## config.mk

```make
export PLATFORM = sky130hd
export DESIGN_NAME = dma_read_status_irq_flags
export DESIGN_NICKNAME = d
export VERILOG_FILES = /design/src/hw/dma_stat_pkg.sv /design/src/hw/dma_read_status_irq_flags.sv
export SDC_FILE = /design/constraint.sdc
export NUM_CORES = 1
export LEC_CHECK = 0
export BUFFER_PORTS_ARGS = -buffer_cell sky130_fd_sc_hd__buf_2
export CELL_PAD_IN_SITES_DETAIL_PLACEMENT = 0
export CELL_PAD_IN_SITES_GLOBAL_PLACEMENT = 1
export CORE_UTILIZATION = 36
export CTS_CLUSTER_DIAMETER = 40
export CTS_CLUSTER_SIZE = 20
export DETAILED_ROUTE_END_ITERATION = 8
export HOLD_SLACK_MARGIN = 0.02
export PLACE_DENSITY_LB_ADDON = 0.1
export SKIP_CTS_REPAIR_TIMING = 1
export SYNTH_ARGS = -nofsm -noshare
export SYNTH_HDL_FRONTEND = slang
export SYNTH_SLANG_ARGS = --single-unit
```

## constraint.sdc

```tcl
create_clock -name core_clk -period 3 [get_ports core_clk]
set_clock_uncertainty 0.05 [all_clocks]
set_input_delay 0.9 -clock core_clk [delete_from_list [all_inputs] [get_ports core_clk]]
set_output_delay 0.9 -clock core_clk [all_outputs]
set_load 0.05 [all_outputs]
```

## src/hw/dma_stat_pkg.sv

```systemverilog
/*
 * Constants shared by the read channel status and interrupt flag logic.
 * Assumes a 32-bit register port with byte addresses on an 8-bit address.
 */
package dma_stat_pkg;

    // ------------------------------------------------------------------
    // Register map
    // ------------------------------------------------------------------
    localparam int          ADDR_W        = 8;
    localparam int          DATA_W        = 32;
    localparam logic [7:0]  CTRL_OFFSET   = 8'h00;
    localparam logic [7:0]  STATUS_OFFSET = 8'h04;
    localparam logic [7:0]  CURDESC_OFFSET = 8'h08;

    // ------------------------------------------------------------------
    // Control register fields
    // ------------------------------------------------------------------
    localparam int RUN_STOP_BIT   = 0;
    localparam int CMP_EN_BIT     = 12;
    localparam int DLY_EN_BIT     = 13;
    localparam int ERR_EN_BIT     = 14;
    localparam int THR_LSB        = 16;
    localparam int THR_W          = 8;

    // ------------------------------------------------------------------
    // Status register fields
    // ------------------------------------------------------------------
    localparam int HALTED_BIT     = 0;
    localparam int DEC_ERR_BIT    = 10;
    localparam int RSVD_A_BIT     = 11;
    localparam int CMP_FLAG_BIT   = 12;
    localparam int DLY_FLAG_BIT   = 13;
    localparam int ERR_FLAG_BIT   = 14;
    localparam int RSVD_B_BIT     = 15;

    // ------------------------------------------------------------------
    // Reset values
    // ------------------------------------------------------------------
    localparam logic [7:0]  THR_RESET     = 8'h01;
    localparam logic [31:0] WORD_ZERO     = 32'h0000_0000;

endpackage : dma_stat_pkg

```

## src/hw/dma_read_status_irq_flags.sv

```systemverilog
/*
 * Status flags, interrupt flags and interrupt output of the memory-to-stream
 * channel, with a small control register and a captured descriptor pointer.
 * Assumes the engine reports descriptor fetches, completions, delay timeouts,
 * other errors and its idle state as one-cycle pulses or levels on core_clk.
 */
`timescale 1ns/1ps

module dma_read_status_irq_flags
    import dma_stat_pkg::*;
#(
    parameter bit                 SG_MODE    = 1'b1,
    parameter int                 PTR_W      = 32,
    parameter logic [PTR_W-1:0]   DESC_BASE  = '0,
    parameter logic [PTR_W-1:0]   DESC_LIMIT = '1
) (
    input  wire logic              core_clk,
    input  wire logic              rst_b,
    input  wire logic              clk_en,
    input  wire logic [ADDR_W-1:0] reg_addr,
    input  wire logic [DATA_W-1:0] reg_wdata,
    input  wire logic              reg_wr,
    input  wire logic              reg_rd,
    output logic      [DATA_W-1:0] reg_rdata,
    input  wire logic              desc_check,
    input  wire logic [PTR_W-1:0]  cur_ptr_in,
    input  wire logic [PTR_W-1:0]  nxt_ptr_in,
    input  wire logic              desc_eof_done,
    input  wire logic              xfer_done,
    input  wire logic              delay_timeout,
    input  wire logic              other_error,
    input  wire logic              engine_idle,
    output logic                   run_stop_control,
    output logic                   engine_halted_status,
    output logic      [PTR_W-1:0]  current_descriptor_pointer,
    output logic                   irq
);

    // ------------------------------------------------------------------
    // State
    // ------------------------------------------------------------------
    logic              run_stop_ff;
    logic              halted_ff;
    logic              cmp_en_ff;
    logic              dly_en_ff;
    logic              err_en_ff;
    logic [THR_W-1:0]  thr_ff;
    logic [THR_W-1:0]  cmp_cnt_ff;
    logic              dec_err_ff;
    logic              cmp_flag_ff;
    logic              dly_flag_ff;
    logic              err_flag_ff;
    logic [PTR_W-1:0]  cur_ptr_ff;
    logic [DATA_W-1:0] rdata_ff;
    logic              irq_ff;

    // ------------------------------------------------------------------
    // Decoding
    // ------------------------------------------------------------------
    // The valid descriptor window is inclusive at both ends.
    function automatic logic ptr_bad(input logic [PTR_W-1:0] p);
        ptr_bad = (p < DESC_BASE) || (p > DESC_LIMIT);
    endfunction : ptr_bad

    wire logic wr_ctrl   = reg_wr && (reg_addr == CTRL_OFFSET);
    wire logic wr_status = reg_wr && (reg_addr == STATUS_OFFSET);
    wire logic wr_cur    = reg_wr && (reg_addr == CURDESC_OFFSET);

    // Decode check only makes sense while descriptors are fetched.
    wire logic cur_bad   = SG_MODE && desc_check && ptr_bad(cur_ptr_in);
    wire logic nxt_bad   = SG_MODE && desc_check && ptr_bad(nxt_ptr_in);
    wire logic dec_evt   = cur_bad || nxt_bad;
    wire logic err_evt   = dec_evt || other_error;

    wire logic cmp_evt   = SG_MODE ? desc_eof_done : xfer_done;
    wire logic dly_evt   = SG_MODE && delay_timeout;

    wire logic clr_cmp   = wr_status && reg_wdata[CMP_FLAG_BIT];
    wire logic clr_dly   = wr_status && reg_wdata[DLY_FLAG_BIT];
    wire logic clr_err   = wr_status && reg_wdata[ERR_FLAG_BIT];

    // Set wins over clear so an event in the clearing cycle is kept.
    wire logic nxt_cmp_flag = cmp_evt || (cmp_flag_ff && !clr_cmp);
    wire logic nxt_dly_flag = dly_evt || (dly_flag_ff && !clr_dly);
    wire logic nxt_err_flag = err_evt || (err_flag_ff && !clr_err);

    // Completions are counted up to all ones, where the count holds; the count
    // restarts when software acknowledges the completion flag.
    wire logic [THR_W-1:0] cnt_inc = cmp_evt && (cmp_cnt_ff != '1) ?
                                     cmp_cnt_ff + 1'b1 : cmp_cnt_ff;
    wire logic [THR_W-1:0] nxt_cmp_cnt = clr_cmp ? {{(THR_W-1){1'b0}}, cmp_evt}
                                                 : cnt_inc;
    wire logic thr_met_nxt = !SG_MODE || (nxt_cmp_cnt >= thr_ff);

    // Built from next-state values so irq rises in the same edge as its flag.
    wire logic nxt_irq = (nxt_cmp_flag && cmp_en_ff && thr_met_nxt) ||
                         (nxt_dly_flag && dly_en_ff) ||
                         (nxt_err_flag && err_en_ff);

    // Halted waits for the engine to report idle, so software never sees a
    // halted channel while a transfer is still draining.
    wire logic nxt_run_stop = dec_evt ? 1'b0 :
                              wr_ctrl ? reg_wdata[RUN_STOP_BIT] : run_stop_ff;
    wire logic nxt_halted   = nxt_run_stop ? 1'b0 :
                              (halted_ff || engine_idle);

    // The engine owns the pointer; software may move it only while the
    // channel is stopped and halted, and an error capture always wins.
    wire logic [PTR_W-1:0] nxt_cur_ptr =
        cur_bad ? cur_ptr_in :
        nxt_bad ? nxt_ptr_in :
        (wr_cur && halted_ff && !run_stop_ff) ? reg_wdata[PTR_W-1:0] :
        cur_ptr_ff;

    // ------------------------------------------------------------------
    // Read mux
    // ------------------------------------------------------------------
    logic [DATA_W-1:0] ctrl_word;
    logic [DATA_W-1:0] status_word;
    logic [DATA_W-1:0] rd_word;

    always_comb begin
        ctrl_word                                = WORD_ZERO;
        ctrl_word[RUN_STOP_BIT]                  = run_stop_ff;
        ctrl_word[CMP_EN_BIT]                    = cmp_en_ff;
        ctrl_word[DLY_EN_BIT]                    = dly_en_ff;
        ctrl_word[ERR_EN_BIT]                    = err_en_ff;
        ctrl_word[THR_LSB +: THR_W]              = thr_ff;
        status_word                              = WORD_ZERO;
        status_word[HALTED_BIT]                  = halted_ff;
        status_word[DEC_ERR_BIT]                 = dec_err_ff;
        status_word[CMP_FLAG_BIT]                = cmp_flag_ff;
        status_word[DLY_FLAG_BIT]                = dly_flag_ff;
        status_word[ERR_FLAG_BIT]                = err_flag_ff;
        status_word[THR_LSB +: THR_W]            = SG_MODE ? thr_ff : '0;
        rd_word                                  = WORD_ZERO;
        if (reg_addr == CTRL_OFFSET) begin
            rd_word = ctrl_word;
        end else if (reg_addr == STATUS_OFFSET) begin
            rd_word = status_word;
        end else if (reg_addr == CURDESC_OFFSET) begin
            rd_word[PTR_W-1:0] = cur_ptr_ff;
        end
    end

    // ------------------------------------------------------------------
    // Registers
    // ------------------------------------------------------------------
    always_ff @(posedge core_clk or negedge rst_b) begin
        if (!rst_b) begin
            run_stop_ff <= 1'b0;
            halted_ff   <= 1'b1;
            cmp_en_ff   <= 1'b0;
            dly_en_ff   <= 1'b0;
            err_en_ff   <= 1'b0;
            thr_ff      <= THR_RESET;
        end else if (clk_en) begin
            run_stop_ff <= nxt_run_stop;
            halted_ff   <= nxt_halted;
            if (wr_ctrl) begin
                cmp_en_ff <= reg_wdata[CMP_EN_BIT];
                dly_en_ff <= reg_wdata[DLY_EN_BIT];
                err_en_ff <= reg_wdata[ERR_EN_BIT];
                // A zero threshold would never gate; keep at least one.
                thr_ff    <= (reg_wdata[THR_LSB +: THR_W] == '0) ? THR_RESET
                                                                 : reg_wdata[THR_LSB +: THR_W];
            end
        end
    end

    always_ff @(posedge core_clk or negedge rst_b) begin
        if (!rst_b) begin
            dec_err_ff  <= 1'b0;
            cmp_flag_ff <= 1'b0;
            dly_flag_ff <= 1'b0;
            err_flag_ff <= 1'b0;
            cmp_cnt_ff  <= '0;
            irq_ff      <= 1'b0;
        end else if (clk_en) begin
            // The decode error is sticky until the next reset of the channel.
            dec_err_ff  <= dec_err_ff || dec_evt;
            cmp_flag_ff <= nxt_cmp_flag;
            dly_flag_ff <= nxt_dly_flag;
            err_flag_ff <= nxt_err_flag;
            cmp_cnt_ff  <= nxt_cmp_cnt;
            irq_ff      <= nxt_irq;
        end
    end

    always_ff @(posedge core_clk or negedge rst_b) begin
        if (!rst_b) begin
            cur_ptr_ff <= '0;
            rdata_ff   <= WORD_ZERO;
        end else if (clk_en) begin
            cur_ptr_ff <= nxt_cur_ptr;
            // Read data stands only in the cycle after the strobe.
            rdata_ff   <= reg_rd ? rd_word : WORD_ZERO;
        end
    end

    assign reg_rdata                  = rdata_ff;
    assign run_stop_control           = run_stop_ff;
    assign engine_halted_status       = halted_ff;
    assign current_descriptor_pointer = cur_ptr_ff;
    assign irq                        = irq_ff;
endmodule : dma_read_status_irq_flags

```

==> flow_metrics.tcl, run 1 <==
set metrics [dict create \
    std_cell_rows 39 \
    grt_pass1_wl_um 16390 \
    synth-compound-area-share_pct 16.78 \
    p_per_area_mw_per_mm2 544.1 \
    maxCapViolCount 0 \
    hold_viol 0 \
    yosysSeqAreaShare_pct 52.74 \
    synth_top_area_share_pct 51.49 \
    drt-pass1-iter-count 4 \
    cts_buffer_depth 2 \
    setup_slack_ps 135.3 \
    placed_cell_area_mm2 0.005167 \
    async_flop_share_pct 100.0 \
    fillers 1103 \
    worst_setup_path_end_kind "flop" \
    n_antenna_cell 0 \
    cp-start-kind "flop" \
    tightestPinTransition_ps 558.3 \
    rsz0062_at_grt "no" \
    ios 182 \
    worst-setup-path-type "flop to flop" \
    port_buffers 115 \
    synth_top_family_by_area "compound AO/OA/AOI/OAI gates" \
    fp.dieH_um 110.4 \
    syn_area_mm2 0.004228 \
    slew_headroom_pct 62.78 \
    yosysWarnings 0 \
    ant_nets 0 \
    synthFlopType "dfrtp_1" \
    rrSetupSlack_ps 140 \
    gp_congestion 0.7565 \
    synth_edf_count 0 \
    placed_cells 628 \
    yosysMostFrequentCell "dfrtp_1" \
    dp_hpwl_um 7586 \
    synth-seq-cells 89 \
    muxShareOfSynthArea_pct 13.38 \
    cts_tree "yes" \
    nNetsFinal 620 \
    cpPeakStageDelay_ps 420 \
    cpMostUsedCell "ha_1" \
    cts_max_level 3 \
    cts_root_buffer "clkbuf_16" \
    critical-path-top-delay-family "compound AO/OA/AOI/OAI gates" \
    vdd_ir_drop_max_mv 0.2627 \
    timing.critical_path.from "cmp_cnt_ff[1]" \
    drc_errors 0 \
    vias 3220 \
    layout-drive-gt1-share_pct 43.71 \
    grt_overflow 0 \
    holdCritStartpoint "reg_rdata[11]" \
    report.final.slew_viol_count 0 \
    synthCells 358 \
    syn_area_per_cell_um2 11.81 \
    vias_per_cell 5.000 \
    finalCritPeriodShare_pct 95.49 \
    wire_per_inst_um 15.90 \
    yosys.area_share.simple_pct 8.346 \
    grt_max_degree 43 \
    synth.distinct_cells 55 \
    critPathSlowestCell "dfrtp_1" \
    area_growth_pct 29.51 \
    yosys.area_share.xor_xnor_pct 0.6215 \
    antenna_found_initial 0 \
    initial_core_util_pct 37.03 \
    grtUsageTotal_pct 18.07 \
    pre_cts_ws_ps -279.0 \
    cp_data_arrival_time_ps 3010 \
    hold-path-endpoint "reg_rdata[11]" \
    r2r-end "irq" \
    power_leakage_nw 2.796 \
    clk_pin_slew_worst_paths_ps 60 \
    grt_pass1_vias 3221 \
    crit_chain "ha_1 > and4_2 > a2111oi_4 > xnor2_1 > nor2_1 > ha_1 > and3_1 > a221o_1 > a2bb2oi_1 > o311ai_1" \
    min_path_cells 1 \
    post-route-min-period_ps 2865 \
    critPathMaxFanout 5 \
    die_area_mm2 0.01218 \
    max_clock_freq_mhz 349.1 \
    finalInstanceArea_mm2 0.005475 \
    finalSetupViolCount 0 \
    die-width_um 110.4 \
    yosys-top-cells-area "dfrtp_1, mux2_2, o2bb2ai_1, inv_1, ha_1" \
    synth_common_cells "dfrtp_1, mux2_2, inv_1" \
    yosysTopAreaCell "dfrtp_1" \
    worstPathRequired_ps 3150 \
    path_buf_inv 0 \
    core_area_mm2 0.01142 \
    cts_num_sinks 89 \
    hold_ws_ps 431.8 \
    hold_path.class "flop to flop" \
    synthAdderAreaFrac_pct 2.664 \
    syn-num-nets 482 \
    final_cells 644 \
    rr_startpoint "cmp_cnt_ff[1]" \
    r2r_cells 10 \
    routed_wl_um 10240 \
    cts_buffers 9 \
    clk-insertion-delay-late_ps 340 \
    dr.first_iter.drc_count 109 \
    tns_ps 0 \
    status "finished, final reports clean" \
]
[where the power goes]
part | internal [mW] | switching (mW)
registers | 1.26 | 0.0594
clock network | 0.671 | 0.470
logic | 0.229 | 0.294
[cell type report]
cell class,instances,area (um^2),share of cell area [%]
clock buffers,10,239.0,4.365
clock inverters,6,66.31,1.211
inverters,34,127.6,2.331
multi-input cells,214,1795,32.79
flip-flops and latches,89,2230,40.72
well taps,143,178.9,3.268
repair buffers,148,838.3,15.31
[worst max path at each step]
stage	endpoint	slack, ps	depth (start not counted)
final	irq	140	10
after global routing	irq	10	10
after CTS	irq	80	10
after detailed placement	irq	-280	10
after global placement	irq	-260	10
after floorplan	irq	-60	11
[cell families (layout without fill, tap and decap cells)]
group | Yosys count | count (layout)
AO/OA/AOI/OAI | 92 | 92
adder cells (fa/ha/maj) | 9 | 9
XOR/XNOR | 3 | 3
AND/OR/NAND/NOR | 59 | 59
buffers and inverters | 55 | 198
multiplexers | 51 | 51
flip-flops | 89 | 89
[state kept, by name, summed over array words and instances (netlist names), 8 cells and up]
register                    flops
thr_ff                          8
current_descriptor_pointer     32
reg_rdata                      32
cmp_cnt_ff                      8
[routing by layer]
metal	vias up	GRT usage, %	share of wire (%)
met3	9	5.350	5.5
met5	-	0	0
met2	73	28.26	48
met1	1549	24.05	45
met4	0	5.639	1.1
li1	1589	-	-
[stage by stage]
step                total power [mW]  utilization [%]
finish                         2.979            47.95
global route                   3.141            47.95
CTS                            3.023            47.93
detailed placement             1.864            45.26
global placement               1.858            45.26
floorplan                      1.655                -
[cells in the final DEF, fill, tap and decap left out, drive strengths merged, types with 5 or more instances in the layout]
master and count:
nand2 13, ha 9, o2bb2ai 28, inv 35, nor2b 6, clkbuf 10, a2bb2oi 10, nand4 6
buf 148, mux2 44, dfrtp 87, a21oi 12, nor2 13, mux2i 7, nand3 5, o21ai 12
No activity file was read; power rests on OpenSTA's default activity.
==> inputs of run 2 (changes only) <==
--- a/config.mk
+++ b/config.mk
@@ -6,14 +6,12 @@
 export NUM_CORES = 1
 export LEC_CHECK = 0
 export BUFFER_PORTS_ARGS = -buffer_cell sky130_fd_sc_hd__buf_2
-export CELL_PAD_IN_SITES_DETAIL_PLACEMENT = 0
-export CELL_PAD_IN_SITES_GLOBAL_PLACEMENT = 1
-export CORE_UTILIZATION = 36
+export CORE_UTILIZATION = 48
 export CTS_CLUSTER_DIAMETER = 40
 export CTS_CLUSTER_SIZE = 20
 export DETAILED_ROUTE_END_ITERATION = 8
 export HOLD_SLACK_MARGIN = 0.02
-export PLACE_DENSITY_LB_ADDON = 0.1
+export PLACE_DENSITY = 0.81
 export SKIP_CTS_REPAIR_TIMING = 1
 export SYNTH_ARGS = -nofsm -noshare
 export SYNTH_HDL_FRONTEND = slang
==> run 2 against run 1 <==
Final cell count shrank 6.7%. Worst setup slack gained 34 ps. Critical path type is now primary input to flop. Die area shrank 25%. Highest routed layer unchanged. Count of clock-buffer cells in the layout is the same. Largest cell class unchanged. Critical path depth grew 1. Critical endpoint unchanged.
==> flow_metrics.tcl, run 2 (synthesized netlist as in run 1, its figures left out) <==
set metrics [dict create \
    status "finished, final reports clean" \
    placed_cell_area_mm2 0.005087 \
    n_antenna_cell 0 \
    cts_max_level 3 \
    vdd_ir_drop_max_mv 0.2958 \
    routed_wl_um 9939 \
    cts_tree "yes" \
    report.final.slew_viol_count 0 \
    clk-insertion-delay-late_ps 350 \
    nNetsFinal 615 \
    min_path_cells 1 \
    hold_path.class "flop to flop" \
    rsz0062_at_grt "no" \
    hold_viol 0 \
    vias_per_cell 5.637 \
    core_area_mm2 0.008382 \
    p_per_area_mw_per_mm2 487.4 \
    cts_buffers 9 \
    grt_pass1_wl_um 16170 \
    max_clock_freq_mhz 353.3 \
    cts_root_buffer "clkbuf_8" \
    ios 182 \
    post-route-min-period_ps 2831 \
    dr.first_iter.drc_count 180 \
    ant_nets 0 \
    grtUsageTotal_pct 23.32 \
    initial_core_util_pct 50.44 \
    tightestPinTransition_ps 536.7 \
    vias 3388 \
    holdCritStartpoint "reg_rdata[21]" \
    drc_errors 0 \
    worst-setup-path-type "primary input to flop" \
    die_area_mm2 0.009187 \
    std_cell_rows 33 \
    finalInstanceArea_mm2 0.005276 \
    hold-path-endpoint "reg_rdata[21]" \
    cts_num_sinks 89 \
    wire_per_inst_um 16.54 \
    rr_startpoint "cmp_cnt_ff[0]" \
    final_common_cell "buf_2" \
    gp_congestion 0.9325 \
    drt-pass1-iter-count 5 \
    setup_slack_ps 169.5 \
    area_growth_pct 24.80 \
    placed_cells 584 \
    fp.dieH_um 95.85 \
    rrSetupSlack_ps 180 \
    worst_setup_path_end_kind "flop" \
    clk_pin_slew_worst_paths_ps 90 \
    dp_hpwl_um 7218 \
    slew_headroom_pct 64.22 \
    worstPathRequired_ps 3200 \
    antenna_found_initial 0 \
    grt_pass1_vias 3405 \
    critPathMaxFanout 7 \
    port_buffers 115 \
    cp_data_arrival_time_ps 3030 \
    grt_max_degree 51 \
    cts_buffer_depth 2 \
    final_cells 601 \
    final_cell_mix "buf_2, dfrtp_1, mux2_2" \
    finalPower_mw 2.572 \
    power_leakage_nw 2.707 \
    maxCapViolCount 0 \
    timing.critical_path.from "reg_addr[0]" \
    pre_cts_ws_ps -291.6 \
    die-width_um 95.85 \
    r2r-end "irq" \
    cp-start-kind "primary input" \
    finalCritPeriodShare_pct 94.35 \
    layout-drive-gt1-share_pct 43.35 \
    grt_overflow 0 \
    finalSetupViolCount 0 \
    r2r_cells 11 \
    tns_ps 0 \
]
## run 2: changes by cell type in the layout (fill, tap and decap cells not counted), sizes merged
cell,previous run,this run
bufinv,1,0
inv,35,36
buf,148,143
clkinvlp,0,2
clkinv,4,2
## run 2: per-stage QoR
step                      utilization [%]  hold slack (ps)
after floorplan                         -            414.8
after global placement              60.70            414.3
after global routing                62.95            460.5
after CTS                           62.73            443.8
after detailed placement            60.70            419.0
final                               62.95            438.9
## run 2: worst max-delay path by stage
| stage | end |
|---|---|
| 2_1_floorplan | irq |
| 3_3_place_gp | irq |
| 3_5_place_dp | irq |
| 4_1_cts | irq |
| 5_1_grt | irq |
| 6_report | irq |
## run 2: critical path, cell delays in order
cell	delay, ps
buf_2	110
nor4_4	290
and3_2	330
buf_4	180
nor2_1	60
ha_1	290
and3_1	170
buf_4	110
o2111ai_1	130
a2bb2oi_2	200
o311ai_1	250
## run 2: layout make-up
cell class / count / area (um^2)
clock buffer: 10 / 127.6
inverter: 34 / 127.6
sequential: 89 / 2230
clock inverter: 6 / 42.54
timing repair buffer: 143 / 813.3
tap: 105 / 131.4
multi-input combinational: 214 / 1804
fill: 651 / 3105
## run 2: report_power, final
group / switching, mW / total [mW] / internal, mW
registers: 0.0583 / 1.31 / 1.25
clock network: 0.434 / 0.738 / 0.305
logic: 0.297 / 0.521 / 0.224
## run 2: per-layer routing
metal	vias up	global-route usage (%)	part of all wire, %
li1	1579	-	-
met1	1654	31.30	44
met2	143	36.73	47
met3	12	6.319	7.6
met4	0	7.836	1.6
met5	-	0	0
==> inputs of run 3 (changes only) <==
--- a/config.mk
+++ b/config.mk
@@ -11,7 +11,7 @@
 export CTS_CLUSTER_SIZE = 20
 export DETAILED_ROUTE_END_ITERATION = 8
 export HOLD_SLACK_MARGIN = 0.02
-export PLACE_DENSITY = 0.81
+export PLACE_DENSITY = 0.89
 export SKIP_CTS_REPAIR_TIMING = 1
 export SYNTH_ARGS = -nofsm -noshare
 export SYNTH_HDL_FRONTEND = slang
==> run 3 against run 2 <==
Final cell count up 0.17%. Via count is 0.74% higher. Worst setup slack lost 32 ps. Combinational power rose by 3%. Cell area grew 0.57%. Sequential power is essentially flat. Critical endpoint unchanged.
==> flow_metrics.tcl, run 3 (synthesized netlist as in run 1, its figures left out) <==
set metrics [dict create \
    dp_hpwl_um 7707 \
    maxCapViolCount 0 \
    routed_wl_um 10350 \
    clk_pin_slew_worst_paths_ps 80 \
    p_per_area_mw_per_mm2 515.3 \
    final_cell_mix "buf_2, dfrtp_1, mux2_2" \
    rsz0062_at_grt "no" \
    gp_congestion 0.8463 \
    grtUsageTotal_pct 23.52 \
    fp.dieH_um 95.85 \
    nNetsFinal 616 \
    antenna_found_initial 0 \
    final_cells 602 \
    wire_per_inst_um 17.19 \
    placed_cells 586 \
    cts_buffers 9 \
    drc_errors 0 \
    finalCritPeriodShare_pct 95.41 \
    hold_ws_ps 434.8 \
    min_path_cells 1 \
    slew_headroom_pct 55.49 \
    grt_pass1_vias 3411 \
    grt_pass1_wl_um 16390 \
    power_leakage_nw 2.728 \
    finalSetupViolCount 0 \
    vias 3413 \
    die-width_um 95.85 \
    r2r_cells 11 \
    ant_nets 0 \
    layout-drive-gt1-share_pct 42.86 \
    clk-insertion-delay-late_ps 340 \
    cts_buffer_depth 2 \
    area_growth_pct 25.51 \
    hold_path.class "flop to flop" \
    cts_num_sinks 89 \
    cts_max_level 3 \
    std_cell_rows 33 \
    post-route-min-period_ps 2862 \
    n_antenna_cell 0 \
    worst_setup_path_end_kind "flop" \
    port_buffers 115 \
    finalInstanceArea_mm2 0.005306 \
    hold_viol 0 \
    ios 182 \
    cp-start-kind "primary input" \
    die_area_mm2 0.009187 \
    drt-pass1-iter-count 5 \
    vdd_ir_drop_max_mv 0.2910 \
    final_util_pct 63.31 \
    worstPathRequired_ps 3200 \
    final_common_cell "buf_2" \
    core_area_mm2 0.008382 \
    placed_cell_area_mm2 0.005090 \
    vias_per_cell 5.669 \
    worst-setup-path-type "primary input to flop" \
    status "finished, final reports clean" \
    critPathMaxFanout 3 \
    initial_core_util_pct 50.44 \
    dr.first_iter.drc_count 275 \
    cp_data_arrival_time_ps 3060 \
    cts_root_buffer "clkbuf_8" \
    cts_tree "yes" \
    max_clock_freq_mhz 349.4 \
    report.final.slew_viol_count 0 \
    tightestPinTransition_ps 667.6 \
    grt_max_degree 51 \
    grt_overflow 0 \
]
[run 3: cell count changes in the layout (fill, tap and decap cells not counted), sizes merged]
cell	before	now
bufinv	0	2
buf	143	144
clkbuf	10	13
clkinv	2	1
clkinvlp	2	0
inv	36	34
[run 3: stage by stage]
| stage | setup slack, ps | power (mW) | TNS, ps |
|---|---|---|---|
| 2_1_floorplan | -61.39 | 1.655 | -61.39 |
| 3_3_place_gp | -190.1 | 1.824 | -190.1 |
| 3_5_place_dp | -304.0 | 1.869 | -304.0 |
| 4_1_cts | 82.15 | 2.739 | 0 |
| 5_1_grt | 14.55 | 2.857 | 0 |
| 6_report | 137.7 | 2.735 | 0 |
[run 3: final cells by class]
cell class | count | area [um^2]
clock buffers | 13 | 138.9
clock inverters | 3 | 65.06
fillers | 655 | 3075
inverters | 34 | 127.6
multi-input cells | 214 | 1805
flip-flops and latches | 89 | 2230
well taps | 105 | 131.4
repair buffers | 144 | 808.3
[run 3: worst paths after layout]
kind	endpoint	slack, ps	from
min in group asynchronous	thr_ff[5]	520	rst_b
max reg2reg	irq	150	cmp_cnt_ff[1]
min reg2reg	reg_rdata[28]	430	reg_rdata[28]
min	reg_rdata[28]	430	reg_rdata[28]
max in group asynchronous	reg_rdata[2]	1700	rst_b
max	irq	140	desc_eof_done
[run 3: routing by layer]
layer | track usage, % | wire length, um | vias to the layer above | part of all wire (%)
met1 | 29.58 | 4272 | 1692 | 41
met5 | 0 | 0 | - | 0
met2 | 40.71 | 5247 | 137 | 51
li1 | - | - | 1566 | -
met3 | 5.924 | 681 | 18 | 6.6
met4 | 5.597 | 146 | 0 | 1.4
[run 3: worst max-delay path, stage by stage]
cell and delay (ps):
buf_2 100, nand4_1 200, a2111oi_4 390, xnor2_1 180, nor2_1 80, ha_1 290, and3_1 190, buf_4 120
o2111ai_1 160, a2bb2oi_2 210, o311ai_1 240
[run 3: power breakdown]
| part | total, mW | switching, mW | internal [mW] | leakage [nW] |
|---|---|---|---|---|
| logic | 0.538 | 0.307 | 0.231 | 1.42 |
| clock network | 0.877 | 0.407 | 0.471 | 0.102 |
| registers | 1.32 | 0.0653 | 1.25 | 1.20 |
